$ cat src/fes_pkg.sv
// Constants, register map and carrier types for the flash failure/status block.
// Assumes a single 25 MHz clock domain and an AHB-Lite register bus.
//
// Behaviour
// - Program that cannot turn targeted ones to zeros sets program failure.
// - Program aimed at a protected region sets program failure.
// - Locked protection mode: changing config one bits 6:2 sets program failure.
// - Password update after password mode was selected sets program failure.
// - Array erase that leaves a bit at zero sets erase failure.
// - Erase aimed at a protected region sets erase failure.
// - Register write whose erase phase leaves a zero sets erase failure.
// - Status-two bit 4 is one exactly while the integrity check is suspended.
// - End below start plus 3 sets abort bit 3, back to standby.
// - A valid check with end at least start plus 3 clears abort.
// - Failure flags hold busy and refuse new work until a clear command outside the last busy cycle.
package fes_pkg;

	// ------------------------------------------------------------
	// Register map
	// ------------------------------------------------------------
	localparam logic [7:0] FES_OFF_STATUS1  = 8'h00;
	localparam logic [7:0] FES_OFF_STATUS2  = 8'h04;
	localparam logic [7:0] FES_OFF_CONTROL  = 8'h08;
	localparam logic [7:0] FES_OFF_COMMAND  = 8'h0c;
	localparam logic [7:0] FES_OFF_START    = 8'h10;
	localparam logic [7:0] FES_OFF_END      = 8'h14;
	localparam logic [7:0] FES_OFF_CONFIG   = 8'h18;
	localparam logic [7:0] FES_OFF_IRQ_STAT = 8'h1c;
	localparam logic [7:0] FES_OFF_IRQ_MASK = 8'h20;

	// ------------------------------------------------------------
	// Field positions
	// ------------------------------------------------------------
	localparam int FES_ST1_BUSY      = 0;
	localparam int FES_ST1_PRG_FAIL  = 5;
	localparam int FES_ST1_ERS_FAIL  = 6;
	localparam int FES_ST2_ABORT     = 3;
	localparam int FES_ST2_SUSPEND   = 4;
	localparam int FES_CTL_PROT_LOCK0 = 1;
	localparam int FES_CTL_PROT_LOCK1 = 2;
	localparam int FES_CTL_PWD_MODE  = 3;
	localparam int FES_CTL_SUSPEND   = 4;
	localparam int FES_CFG_LOCK_LO   = 2;
	localparam int FES_CFG_LOCK_HI   = 6;
	localparam int FES_IRQ_PRG       = 0;
	localparam int FES_IRQ_ERS       = 1;
	localparam int FES_IRQ_ABORT     = 2;
	localparam int FES_IRQ_DONE      = 3;

	// ------------------------------------------------------------
	// Reset values and counts
	// ------------------------------------------------------------
	localparam logic [7:0]  FES_CTL_RESET    = 8'h06;
	localparam logic [7:0]  FES_CFG_RESET    = 8'h00;
	localparam logic [3:0]  FES_MASK_RESET   = 4'h0;
	localparam logic [31:0] FES_CHECK_MARGIN = 32'h0000_0003;
	localparam int          FES_OP_TIME_NS   = 400;
	localparam int          FES_CLK_NS       = 40;
	localparam logic [3:0]  FES_OP_CYCLES    = 4'(FES_OP_TIME_NS / FES_CLK_NS);

	// ------------------------------------------------------------
	// Commands
	// ------------------------------------------------------------
	typedef enum logic [3:0] {
		FES_CMD_PROGRAM   = 4'h1,
		FES_CMD_ERASE     = 4'h2,
		FES_CMD_REG_WRITE = 4'h3,
		FES_CMD_PWD_WRITE = 4'h4,
		FES_CMD_CHECK     = 4'h5,
		FES_CMD_CLEAR     = 4'h6
	} fes_cmd_t;

	// Command word: opcode in [3:0], fault inputs from the array model in [15:13].
	typedef struct packed {
		logic        prot_hit;
		logic        erase_stuck;
		logic        prog_stuck;
		logic        unused;
		logic [7:0]  pad;
		logic [3:0]  opcode;
	} fes_cmd_word_t;

	typedef struct packed {
		logic        sel;
		logic        write;
		logic [7:0]  addr;
	} fes_bus_req_t;

endpackage

$ cat src/fes_reg_word.sv
// Small 32-bit register with registered read-back, used for the check addresses.
// Assumes the caller supplies a one-cycle write strobe.
`timescale 1ns/1ps
module fes_reg_word
	import fes_pkg::*;
(
	input  wire logic        hclk,
	input  wire logic        hresetn,
	input  wire logic        we,
	input  wire logic [31:0] wdata,
	output logic      [31:0] rdata
);

	// ------------------------------------------------------------
	// Storage
	// ------------------------------------------------------------
	always_ff @(posedge hclk or negedge hresetn)
	begin
		if (!hresetn)
			rdata <= 32'h0000_0000;
		else if (we)
			rdata <= wdata;
	end

endmodule

$ cat src/fes_top.sv
// Failure-flag logic and second status register of a serial flash, on AHB-Lite.
// Assumes one AHB-Lite master, single word transfers, zero wait states.
`timescale 1ns/1ps
module fes_top
	import fes_pkg::*;
(
	input  wire logic        hclk,
	input  wire logic        hresetn,
	input  wire logic        hsel,
	input  wire logic [31:0] haddr,
	input  wire logic [1:0]  htrans,
	input  wire logic        hwrite,
	input  wire logic [2:0]  hsize,
	input  wire logic [31:0] hwdata,
	input  wire logic        hready,
	output logic      [31:0] hrdata,
	output logic             hreadyout,
	output logic             hresp,
	output logic             irq
);

	// ------------------------------------------------------------
	// State
	// ------------------------------------------------------------
	typedef enum logic [2:0] {
		FES_IDLE = 3'b001,
		FES_BUSY = 3'b010,
		FES_HOLD = 3'b100
	} fes_state_t;

	typedef struct packed {
		fes_state_t    fsm;
		fes_bus_req_t  req;
		logic [3:0]    op_cnt;
		logic          prg_fail;
		logic          ers_fail;
		logic          abort;
		logic [7:0]    control;
		logic [7:0]    config1;
		logic [3:0]    irq_stat;
		logic [3:0]    irq_mask;
		logic [31:0]   rdata;
		logic          irq;
	} fes_reg_t;

	fes_reg_t      r;
	fes_reg_t      next_r;
	logic [31:0]   start_addr;
	logic [31:0]   end_addr;
	logic          wr_start;
	logic          wr_end;
	logic [31:0]   status1;
	logic [31:0]   status2;
	fes_cmd_word_t cmd;
	logic [3:0]    ev;

	// ------------------------------------------------------------
	// Helpers
	// ------------------------------------------------------------
	function automatic logic hit(input fes_bus_req_t q, input logic [7:0] off);
		hit = q.sel && q.write && (q.addr == off);
	endfunction

	// Abort test; a wide sum keeps an end near the top of the space honest.
	function automatic logic range_bad(input logic [31:0] s, input logic [31:0] e);
		range_bad = {1'b0, e} < ({1'b0, s} + {1'b0, FES_CHECK_MARGIN});
	endfunction

	assign cmd      = fes_cmd_word_t'(hwdata[15:0]);
	assign wr_start = hit(r.req, FES_OFF_START);
	assign wr_end   = hit(r.req, FES_OFF_END);

	fes_reg_word u_start (
		.hclk    (hclk),
		.hresetn (hresetn),
		.we      (wr_start),
		.wdata   (hwdata),
		.rdata   (start_addr)
	);

	fes_reg_word u_end (
		.hclk    (hclk),
		.hresetn (hresetn),
		.we      (wr_end),
		.wdata   (hwdata),
		.rdata   (end_addr)
	);

	// ------------------------------------------------------------
	// Status views
	// ------------------------------------------------------------
	always_comb
	begin
		status1 = 32'h0000_0000;
		status1[FES_ST1_BUSY]     = (r.fsm != FES_IDLE);
		status1[FES_ST1_PRG_FAIL] = r.prg_fail;
		status1[FES_ST1_ERS_FAIL] = r.ers_fail;
		// Reserved bits 7:5 stay zero; host writes are not stored.
		status2 = 32'h0000_0000;
		status2[FES_ST2_SUSPEND]  = r.control[FES_CTL_SUSPEND];
		status2[FES_ST2_ABORT]    = r.abort;
	end

	// ------------------------------------------------------------
	// Next state
	// ------------------------------------------------------------
	always_comb
	begin
		next_r = r;
		ev     = 4'h0;
		next_r.req.sel   = hsel && hready && htrans[1];
		next_r.req.write = hwrite;
		next_r.req.addr  = haddr[7:0];

		// Operation timing.
		unique case (r.fsm)
			FES_IDLE:
			begin
				next_r.op_cnt = 4'h0;
			end
			FES_BUSY:
			begin
				if (r.op_cnt == FES_OP_CYCLES - 4'h1)
				begin
					next_r.fsm = (r.prg_fail || r.ers_fail) ? FES_HOLD : FES_IDLE;
					ev[FES_IRQ_DONE] = 1'b1;
				end
				else
					next_r.op_cnt = r.op_cnt + 4'h1;
			end
			FES_HOLD:
			begin
				next_r.op_cnt = 4'h0;
			end
		endcase

		// Commands; while busy only the clear command is accepted.
		if (hit(r.req, FES_OFF_COMMAND))
		begin
			if (cmd.opcode == FES_CMD_CLEAR)
			begin
				next_r.prg_fail = 1'b0;
				next_r.ers_fail = 1'b0;
				if (r.fsm == FES_HOLD)
					next_r.fsm = FES_IDLE;
			end
			else if (r.fsm == FES_IDLE)
			begin
				next_r.fsm    = FES_BUSY;
				next_r.op_cnt = 4'h0;
				unique case (cmd.opcode)
					FES_CMD_PROGRAM:
						if (cmd.prog_stuck || cmd.prot_hit)
							next_r.prg_fail = 1'b1;
					FES_CMD_ERASE:
						if (cmd.erase_stuck || cmd.prot_hit)
							next_r.ers_fail = 1'b1;
					FES_CMD_REG_WRITE:
					begin
						if ((!r.control[FES_CTL_PROT_LOCK0] || !r.control[FES_CTL_PROT_LOCK1])
							&& (hwdata[FES_CFG_LOCK_HI+16:FES_CFG_LOCK_LO+16]
							!= r.config1[FES_CFG_LOCK_HI:FES_CFG_LOCK_LO]))
							next_r.prg_fail = 1'b1;
						else
							next_r.config1 = hwdata[23:16];
						if (cmd.erase_stuck)
							next_r.ers_fail = 1'b1;
					end
					FES_CMD_PWD_WRITE:
						if (r.control[FES_CTL_PWD_MODE])
							next_r.prg_fail = 1'b1;
					FES_CMD_CHECK:
					begin
						if (range_bad(start_addr, end_addr))
						begin
							next_r.abort = 1'b1;
							next_r.fsm   = FES_IDLE;
							ev[FES_IRQ_ABORT] = 1'b1;
						end
						else
							next_r.abort = 1'b0;
					end
					default:
						next_r.fsm = FES_IDLE;
				endcase
			end
		end

		if (next_r.prg_fail && !r.prg_fail)
			ev[FES_IRQ_PRG] = 1'b1;
		if (next_r.ers_fail && !r.ers_fail)
			ev[FES_IRQ_ERS] = 1'b1;

		if (hit(r.req, FES_OFF_CONTROL))
			next_r.control = hwdata[7:0];
		if (hit(r.req, FES_OFF_IRQ_MASK))
			next_r.irq_mask = hwdata[3:0];
		// A new event wins over a write-one clear in the same cycle.
		if (hit(r.req, FES_OFF_IRQ_STAT))
			next_r.irq_stat = r.irq_stat & ~hwdata[3:0];
		next_r.irq_stat = next_r.irq_stat | ev;
		next_r.irq      = |(next_r.irq_stat & next_r.irq_mask);

		// Read data registered at the address phase, ready for the data phase.
		next_r.rdata = 32'h0000_0000;
		if (hsel && hready && htrans[1] && !hwrite)
		begin
			unique case (haddr[7:0])
				FES_OFF_STATUS1:  next_r.rdata = status1;
				FES_OFF_STATUS2:  next_r.rdata = status2;
				FES_OFF_CONTROL:  next_r.rdata = {24'h0, r.control};
				FES_OFF_START:    next_r.rdata = start_addr;
				FES_OFF_END:      next_r.rdata = end_addr;
				FES_OFF_CONFIG:   next_r.rdata = {24'h0, r.config1};
				FES_OFF_IRQ_STAT: next_r.rdata = {28'h0, r.irq_stat};
				FES_OFF_IRQ_MASK: next_r.rdata = {28'h0, r.irq_mask};
				default:          next_r.rdata = 32'h0000_0000;
			endcase
		end
	end

	// ------------------------------------------------------------
	// Registers
	// ------------------------------------------------------------
	always_ff @(posedge hclk or negedge hresetn)
	begin
		if (!hresetn)
		begin
			r          <= '0;
			r.fsm      <= FES_IDLE;
			r.control  <= FES_CTL_RESET;
			r.config1  <= FES_CFG_RESET;
			r.irq_mask <= FES_MASK_RESET;
		end
		else
			r <= next_r;
	end

	always_ff @(posedge hclk or negedge hresetn)
	begin
		if (!hresetn)
		begin
			hreadyout <= 1'b0;
			hresp     <= 1'b0;
		end
		else
		begin
			hreadyout <= 1'b1;
			hresp     <= 1'b0;
		end
	end

	assign hrdata = r.rdata;
	assign irq    = r.irq;
endmodule

$ cat config.mk
export PLATFORM = sky130hd
export DESIGN_NAME = fes_top
export DESIGN_NICKNAME = d
export VERILOG_FILES = /design/src/fes_pkg.sv /design/src/fes_reg_word.sv /design/src/fes_top.sv
export SDC_FILE = /design/constraint.sdc
export NUM_CORES = 1
export LEC_CHECK = 0
export BUFFER_PORTS_ARGS = -buffer_cell sky130_fd_sc_hd__buf_2
export CORE_MARGIN = 10
export CORE_UTILIZATION = 45
export DETAILED_ROUTE_END_ITERATION = 8
export PLACE_DENSITY_LB_ADDON = 0.2
export SETUP_SLACK_MARGIN = 0.15
export SLEW_MARGIN = 10
export SYNTH_ARGS = -nofsm -noshare
export SYNTH_HDL_FRONTEND = slang
export SYNTH_HIERARCHICAL = 1
export SYNTH_SLANG_ARGS = --single-unit
$ cat constraint.sdc
create_clock -name hclk -period 3.33 [get_ports hclk]
set_input_delay 0.666 -clock hclk [delete_from_list [all_inputs] [get_ports hclk]]
set_output_delay 0.666 -clock hclk [all_outputs]
set_load 0.02 [all_outputs]
# After elaboration in Yosys (flattened, before gate mapping)
# Cells that the tools add are included.
# Widths: inputs -> output; s select.
# totals
ff_bits	142
latchBits	0
mem_bits_rw	0
rom_bits	0
in_bits	74
output_inout_bits	35
wordCells	116
memories	0
# classes
add_sub_neg	2
multipliers	0
div	0
magnitude_cmp	1
n_eq_ne	25
shifts	0
mux	37
n_bitwise	6
reduce_logical	28
# ops
op	count
$pmux 32 s8	1
$eq 8x5->1 const B	7
$add 32x2->33 const B	1
$lt 32x33->1	1
$mux 32	1
$eq 8x4->1 const B	3
$mux 3	7
$eq 8x6->1 const B	2
$mux 1	16
$mux 4	4
$mux 7	2
$logic_and 1x1->1	13
$eq 4x3->1 const B	3
$and 4x4->4	2
$eq 4x2->1 const B	2
$eq 8x3->1 const B	1
$logic_not 8->1	1
$pmux 4 s2	1
$reduce_or 4->1	2
$logic_not 1->1	5
$ne 5x5->1	1
$reduce_and 5->1	1
$add 4x1->4 const B	1
$eq 4x1->1 const B	1
other kinds (15)	20

# Longest topological paths before layout
# Gate-level depths: netlist (run 1).
# depth
depth_word	13
ltp_mapped	15
depth_no_buf	15

# By module
# Netlist (run 1), hierarchy kept.
# by_module_without_submodules
mod	n_inst	cells_per_inst	area_each_um2	seq_area_each_um2
fes_top	1	520	5041.1	1955.6
fes_reg_word	2	68	1345.0	800.8

# Worst setup path before layout (run 1)
# OpenSTA, ideal clock, no wires.
# synth_timing
path_type	reg2reg
startpoint	register u_start.rdata[0]
endpoint	register r[75] in the netlist's numbering
setup_time_ns	0.124
t_arrival_ns	2.977
required_ns	3.206
setup_slack_ns	0.229
path_stages_with_launch	15
path_buffers	0
synth_period_minus_slack_ns	3.101
cell_sequence	dfrtp_1 > inv_1 > ha_1 > nor3b_1 > and2_1 > nand4_1 > nor3_1 > xnor2_1 > ha_1 > a21o_1 > a221oi_1 > o31ai_1 > a31oi_1 > nor2_1 > o31a_1
# synth_lines
element	line	rtl
from (decl)	fes_reg_word.sv:11	output logic [31:0] rdata
from (signal assigned)	fes_reg_word.sv:22	rdata <= wdata;
to (signal assigned)	fes_top.sv:236	r <= next_r;
to (decl)	fes_top.sv:46	fes_reg_t r;

==> results of run 1 <==
-- state kept, by name, indices dropped and copies added, names as in the netlist --
name,cells
hrdata,32
u_start/rdata,32
u_end/rdata,32
hreadyout,1
r,44
irq,1
-- worst max path at each step --
stage | from | end | slack, ns | cells past startpoint
floorplan | u_start/rdata[0]$_DFFE_PN0P_ | r[75]$_DFF_PN0_ | 0.23 | 14
global placement | u_start/rdata[1]$_DFFE_PN0P_ | r[75]$_DFF_PN0_ | -0.11 | 15
detailed placement | u_start/rdata[1]$_DFFE_PN0P_ | r[75]$_DFF_PN0_ | -0.15 | 15
CTS | u_start/rdata[1]$_DFFE_PN0P_ | r[75]$_DFF_PN0_ | 0.03 | 16
global route | u_start/rdata[1]$_DFFE_PN0P_ | r[75]$_DFF_PN0_ | -0.23 | 16
finish | u_start/rdata[1]$_DFFE_PN0P_ | r[75]$_DFF_PN0_ | 0.002 | 16
-- final cells by class --
| cell class | instances | area share |
|---|---|---|
| timing repair buffer | 133 | 0.0914 |
| multi-input combinational | 446 | 0.413 |
| sequential | 142 | 0.389 |
| inverter | 12 | 0.00492 |
| clock buffer | 21 | 0.0514 |
| tap | 220 | 0.0301 |
| clock inverter | 10 | 0.0202 |
-- per-layer routing --
layer,up-vias,GRT usage
li1,2526,-
met1,2671,0.209
met2,136,0.290
met3,36,0.0447
met4,0,0.0587
met5,-,0
-- report_power, final --
| group | internal [W] | leakage (nW) | switching (W) | total (W) |
|---|---|---|---|---|
| clock | 0.00138 | 0.307 | 0.000726 | 0.00211 |
| combinational | 0.000113 | 2.06 | 0.000159 | 0.000272 |
| sequential | 0.00177 | 1.93 | 0.0000429 | 0.00181 |
| total | 0.00327 | 4.30 | 0.000928 | 0.00419 |
-- through the flow --
step           power [W]  setup TNS (ns)
5_1_grt          0.00434          -0.860
3_5_place_dp     0.00211          -0.378
2_1_floorplan    0.00197               0
3_3_place_gp     0.00209          -0.267
4_1_cts          0.00422               0
6_report         0.00419               0
-- kinds of logic after synthesis --
| family | after synthesis | share of synthesized area |
|---|---|---|
| buffers and inverters | 68 | 0.0664 |
| DFF | 142 | 0.460 |
| other | 2 | 0.000971 |
| muxes | 90 | 0.160 |
| AOI/OAI and AO/OA | 111 | 0.104 |
| xor gates and xnor gates | 39 | 0.0442 |
| adders and majority gates | 34 | 0.0550 |
| and+or+nand+nor | 170 | 0.110 |
-- cell usage in the layout, fill, tap and decap left out, types with 4 or more instances in the layout --
master,count
and4_1,4
and3_1,7
mux2_2,20
dfrtp_1,139
xnor2_1,17
ha_1,33
a21oi_1,11
o21ai_0,13
nor3_1,9
o31ai_1,4
inv_1,11
buf_2,78
clkbuf_16,17
a221oi_1,5
nor2_2,4
nand2b_1,5
a22oi_1,34
nand4_1,9
nand2_1,36
nor2_1,55
buf_4,51
nand3_1,12
bufinv_16,5
o21ai_1,4
a21o_1,9
clkinvlp_4,4
mux2_4,60
mux2_1,8
xor2_1,22
nor3_2,4
-- repair_timing --
item | in CTS | in global routing
gates resized for setup | 21 | 7
buffers inserted | 5 | 3
hold buffers | 0 | 0
pin swaps | 22 | 19
setup endpoints to repair | 5 | 5
hold endpoints to repair | 0 | 0
==> reports/qor.csv, run 1 <==
metric,value,unit
clk buf depth,2,
Detailed Route Iter0 Violations,394,
Crit path arrival time,3.64,ns
Final Cycle Share,0.999,
worst hold path class,in -> async,
worst hold slack,0.0803,ns
Final Hold Fails,0,
Crit path max-delay family,compound AO/OA/AOI/OAI gates,
starting density of the core,0.463,
Synth area leaders,"dfrtp_1, mux2_4, ha_1",
WL per Instance,19.5,microns
fin crit period,3.33,ns
"slowest stage delay, CP",0.39,ns
post-route ant nets,0,
root buffer cell,clkbuf_16,
total CTS buffers,17,
metal2 WL,9540,microns
yosys warns,6,
clock-pin transition on the worst setup and hold timing paths,0.06,ns
# diodes,0,
Inst Count DP,945,
Max Cap Viol,0,
vias,5369,
pre-CTS WS,-0.150,ns
WP buf/inv,3,
Netlist cell types,65,
hpwl dp,13800,microns
area fraction of the dominant cell type after synthesis,0.450,
Die Width,151,microns
most frequent cell after synthesis,dfrtp_1,
Reg area,3560,sq um
IO Pins,109,
most frequent cells after synthesis,"dfrtp_1, mux2_4, nor2_1",
PD cells,458,nW/um^2
"most used cell, CP",buf_4,
Area after DPL,8320,sq um
CP max FO,5,
FMAX,0.301,GHz
R2R depth,16,
Core Area,16700,sq um
R2R Setup Slk,0.002,ns
Worst-Skew Late Latency,0.42,ns
Finished Core Util,0.548,
RR Startpoint,u_start/rdata[1]$_DFFE_PN0P_,
Slew Limit Fails,0,
cell taking the most area after synthesis,dfrtp_1,
Startpoint Class,register,
slew of the pin with the lowest slew margin,0.839,ns
syn_nets,764,
num rows,47,
outcome,"complete, no violations",
Setup-failing EPs final,0,
first-pass GRT wire length,30600,microns
setup ws final,0.00225,ns
drt pass-1 iters,5,
sequential fraction of the synthesis area,0.460,
GRT Overall Usage,0.172,
Setup Skew,0.00734,ns
die height,151,microns
synthesized cell area,7730,sq um
H-tree levels,4,
Max VDD drop,0.358,mV
Final GP Congestion,0.938,
antenna violations before repair,0,
r2r endpoint,r[75]$_DFF_PN0_,
RSZ-0062 raised after global routing,yes,
relative slew slack,0.438,
"Critical Path, Cell by Cell",inv_2 > ha_4 > nor3b_4 > buf_4 > and2_4 > nand4_1 > nor3_2 > xnor2_1 > ha_1 > a21o_1 > a221oi_2 > o31ai_1 > a31oi_1 > nor2_1 > buf_4 > o31a_1,
DRT Wirelength,19200,microns
met3 wire len,932,microns
"final std cell area, no fill",9150,sq um
critical setup path kind,reg -> reg,
CP Capture Type,register,
"EDFF count, synth",0,
multi-input logic area,3780,sq um
Post-Syn Area per Cell,11.8,sq um
Seq cells post-synth,142,
final net count,860,
CP required,3.64,ns
asr flop ratio synth,1.00,
DRC viols,0,
Post-Syn Instances,656,
DR top layer,met4,
top_reg_cell synth,dfrtp_1,
clk sinks,142,
CP max stage cell,dfrtp_1,
CTS tree,yes,
pin count of the biggest net entering global routing,80,
met1 wire length,8350,microns
gr ovfl total,0,
Finished Layout Cells,984,
vias in the first global route,5843,
Area Growth Syn to Fin,18.3,%
share of cells above drive strength 1,0.364,
static leakage,4.30,nW
# fillers,1430,
vias per inst,5.46,
input/output buffers,79,
die area,22800,sq um
Power figures use the tool's default switching activity.
==> run 2, diff against run 1 <==
CORE_MARGIN = not set   (was 10)
==> run 2 against run 1 <==
Against the previous run: clock skew about the same; utilization increased by 0.46 points; cell area increased by 0.85%; critical path type unchanged; routed wire length decreased by 2.0%; critical path depth unchanged; count of clock-buffer cells in the layout increased by 1; first-iteration DRC count decreased by 25%; combinational power decreased by 1%; final cell count increased by 0.41%; sequential power about the same.
==> reports/qor.csv, run 2 (synthesis results as in run 1) <==
metric,value,unit,change
outcome,"complete, no violations",,
CP required,3.64,ns,about the same
"slowest stage delay, CP",0.45,ns,+0.06 ns
IO Pins,109,,unchanged
share of cells above drive strength 1,0.376,,+0.0124
# diodes,0,,unchanged
Slew Limit Fails,0,,unchanged
post-route ant nets,0,,unchanged
critical setup path kind,reg -> reg,,
DRT Wirelength,18800,microns,-2.0%
vias in the first global route,5785,,-0.99%
Setup Skew,0.00761,ns,+0.000267 ns
antenna violations before repair,0,,unchanged
pin count of the biggest net entering global routing,85,,+6.3%
Final Cycle Share,0.990,,-0.00913
clk buf depth,2,,unchanged
Finished Layout Cells,988,,+0.41%
clock-pin transition on the worst setup and hold timing paths,0.06,ns,about the same
"commonest cells after routing, fill and taps aside","dfrtp_1, buf_2, mux2_4, nor2_1, buf_4",,
vias per inst,5.51,,+1.0%
H-tree levels,4,,unchanged
RR Startpoint,u_start/rdata[1]$_DFFE_PN0P_,,
Worst-Skew Late Latency,0.43,ns,about the same
slew of the pin with the lowest slew margin,0.902,ns,+0.0630 ns
Crit path arrival time,3.61,ns,-0.03 ns
relative slew slack,0.396,,-0.0421
Reg area,3560,sq um,unchanged
CP endpoint,r[75]$_DFF_PN0_,,
PD cells,463,nW/um^2,+0.97%
Core Area,16700,sq um,unchanged
DRC viols,0,,unchanged
multi-input logic area,3820,sq um,+1.1%
CP Capture Type,register,,
"Critical Path, Cell by Cell",inv_1 > ha_2 > nor3b_4 > nand2_2 > or4_4 > buf_4 > xor2_1 > ha_1 > a21oi_1 > o21ai_1 > a21oi_2 > o31ai_1 > a31oi_1 > nor2_1 > buf_4 > o31a_1,,
Top reg by flops,r,,
CP max FO,5,,unchanged
"most used cell, CP",buf_4,,
r2r endpoint,r[75]$_DFF_PN0_,,
# fillers,1456,,+1.8%
max FFs per register,44,,unchanged
Final GP Congestion,0.850,,-9.4%
worst hold slack,0.296,ns,+0.215 ns
vias,5447,,+1.5%
Setup-failing EPs final,0,,unchanged
clk sinks,142,,unchanged
Startpoint Class,register,,
total CTS buffers,17,,unchanged
hold-fix buffers at CTS,0,,unchanged
total power,0.00427,W,+1.8%
drt pass-1 iters,5,,unchanged
fin crit period,3.30,ns,-0.0304 ns
input/output buffers,79,,unchanged
CTS tree,yes,,
Final Hold Fails,0,,unchanged
FMAX,0.303,GHz,+0.92%
worst hold path class,in -> async,,
starting density of the core,0.463,,unchanged
Inst Count DP,948,,+0.32%
Crit path max-delay family,compound AO/OA/AOI/OAI gates,,
"most common cell after layout, fill and taps aside",dfrtp_1,,
Max Cap Viol,0,,unchanged
Finished Core Util,0.552,,+0.00464
die height,133,microns,-12%
die area,17700,sq um,-22%
WP buf/inv,3,,unchanged
final net count,863,,+0.35%
hpwl dp,13200,microns,-3.8%
CP max stage cell,or4_4,,
root buffer cell,clkbuf_16,,
Area Growth Syn to Fin,19.3,%,
Max VDD drop,0.363,mV,+1.4%
GRT Overall Usage,0.225,,+0.0527
crit path from,u_start/rdata[1]$_DFFE_PN0P_,,
gr ovfl total,0,,unchanged
RSZ-0062 raised after global routing,yes,,
Die Width,133,microns,-12%
static leakage,4.33,nW,+0.81%
num rows,47,,unchanged
R2R Setup Slk,0.03,ns,+0.03 ns
Critical Path Stages,16,,unchanged
Detailed Route Iter0 Violations,294,,-25%
WL per Instance,19.1,microns,-2.4%
first-pass GRT wire length,30400,microns,-0.57%
R2R depth,16,,unchanged
==> run 2: cell type report <==
type | instances | share of cell area
clock buffer | 22 | 0.0514
clock inverter | 10 | 0.0225
inverter | 12 | 0.00488
multi-input combinational | 446 | 0.414
sequential | 142 | 0.386
tap | 220 | 0.0298
timing repair buffer | 136 | 0.0917
==> run 2: how the worst min path moves through the flow <==
stage	to	from	slack (ns)	cells after the start
floorplan	hrdata[0]$_DFF_PN0_	hresetn	0.37	0
global placement	r[55]$_DFFE_PN0P_	r[55]$_DFFE_PN0P_	0.49	1
detailed placement	r[56]$_DFFE_PN0P_	r[56]$_DFFE_PN0P_	0.50	1
CTS	r[70]$_DFF_PN0_	hresetn	0.33	1
global route	r[66]$_DFF_PN0_	hresetn	0.36	1
finish	r[66]$_DFF_PN0_	hresetn	0.30	1
==> run 2: worst register-to-register path: stages (launching register included) <==
cell and delay [ns]:
dfrtp_1 0.38, inv_1 0.06, ha_2 0.19, nor3b_4 0.23, nand2_2 0.11, or4_4 0.45, buf_4 0.16, xor2_1 0.13
ha_1 0.32, a21oi_1 0.15, o21ai_1 0.10, a21oi_2 0.14, o31ai_1 0.08, a31oi_1 0.19, nor2_1 0.07, buf_4 0.16
o31a_1 0.28
==> run 2: repair_timing <==
action / CTS / global route
cloned: 0 / 0
pin swaps: 12 / 11
setup buffers: 5 / 3
endpoints found under the setup margin: 5 / 5
gates resized for setup: 18 / 21
endpoints found under the hold margin: 0 / 0
==> run 2: stage by stage <==
stage	instance area (sq um)	setup WS [ns]	setup TNS [ns]
final	9230	0.0326	0
after CTS	9110	0.0855	0
after detailed placement	8330	-0.177	-0.458
after floorplan	7730	0.229	0
after global placement	8330	-0.0979	-0.180
after global routing	9230	-0.120	-0.438
==> run 2: power breakdown <==
part | switching (W) | total [W] | internal (W) | leakage (nW)
clock network | 0.000727 | 0.00219 | 0.00146 | 0.323
logic | 0.000157 | 0.000268 | 0.000111 | 2.08
registers | 0.0000420 | 0.00181 | 0.00177 | 1.93
==> run 2: per-layer routing <==
metal / GRT usage / part of all wire / wire length (microns)
met3: 0.0387 / 0.033 / 615
met5: 0 / 0 / 0
met1: 0.291 / 0.44 / 8300
met4: 0.105 / 0.035 / 651
met2: 0.366 / 0.49 / 9270
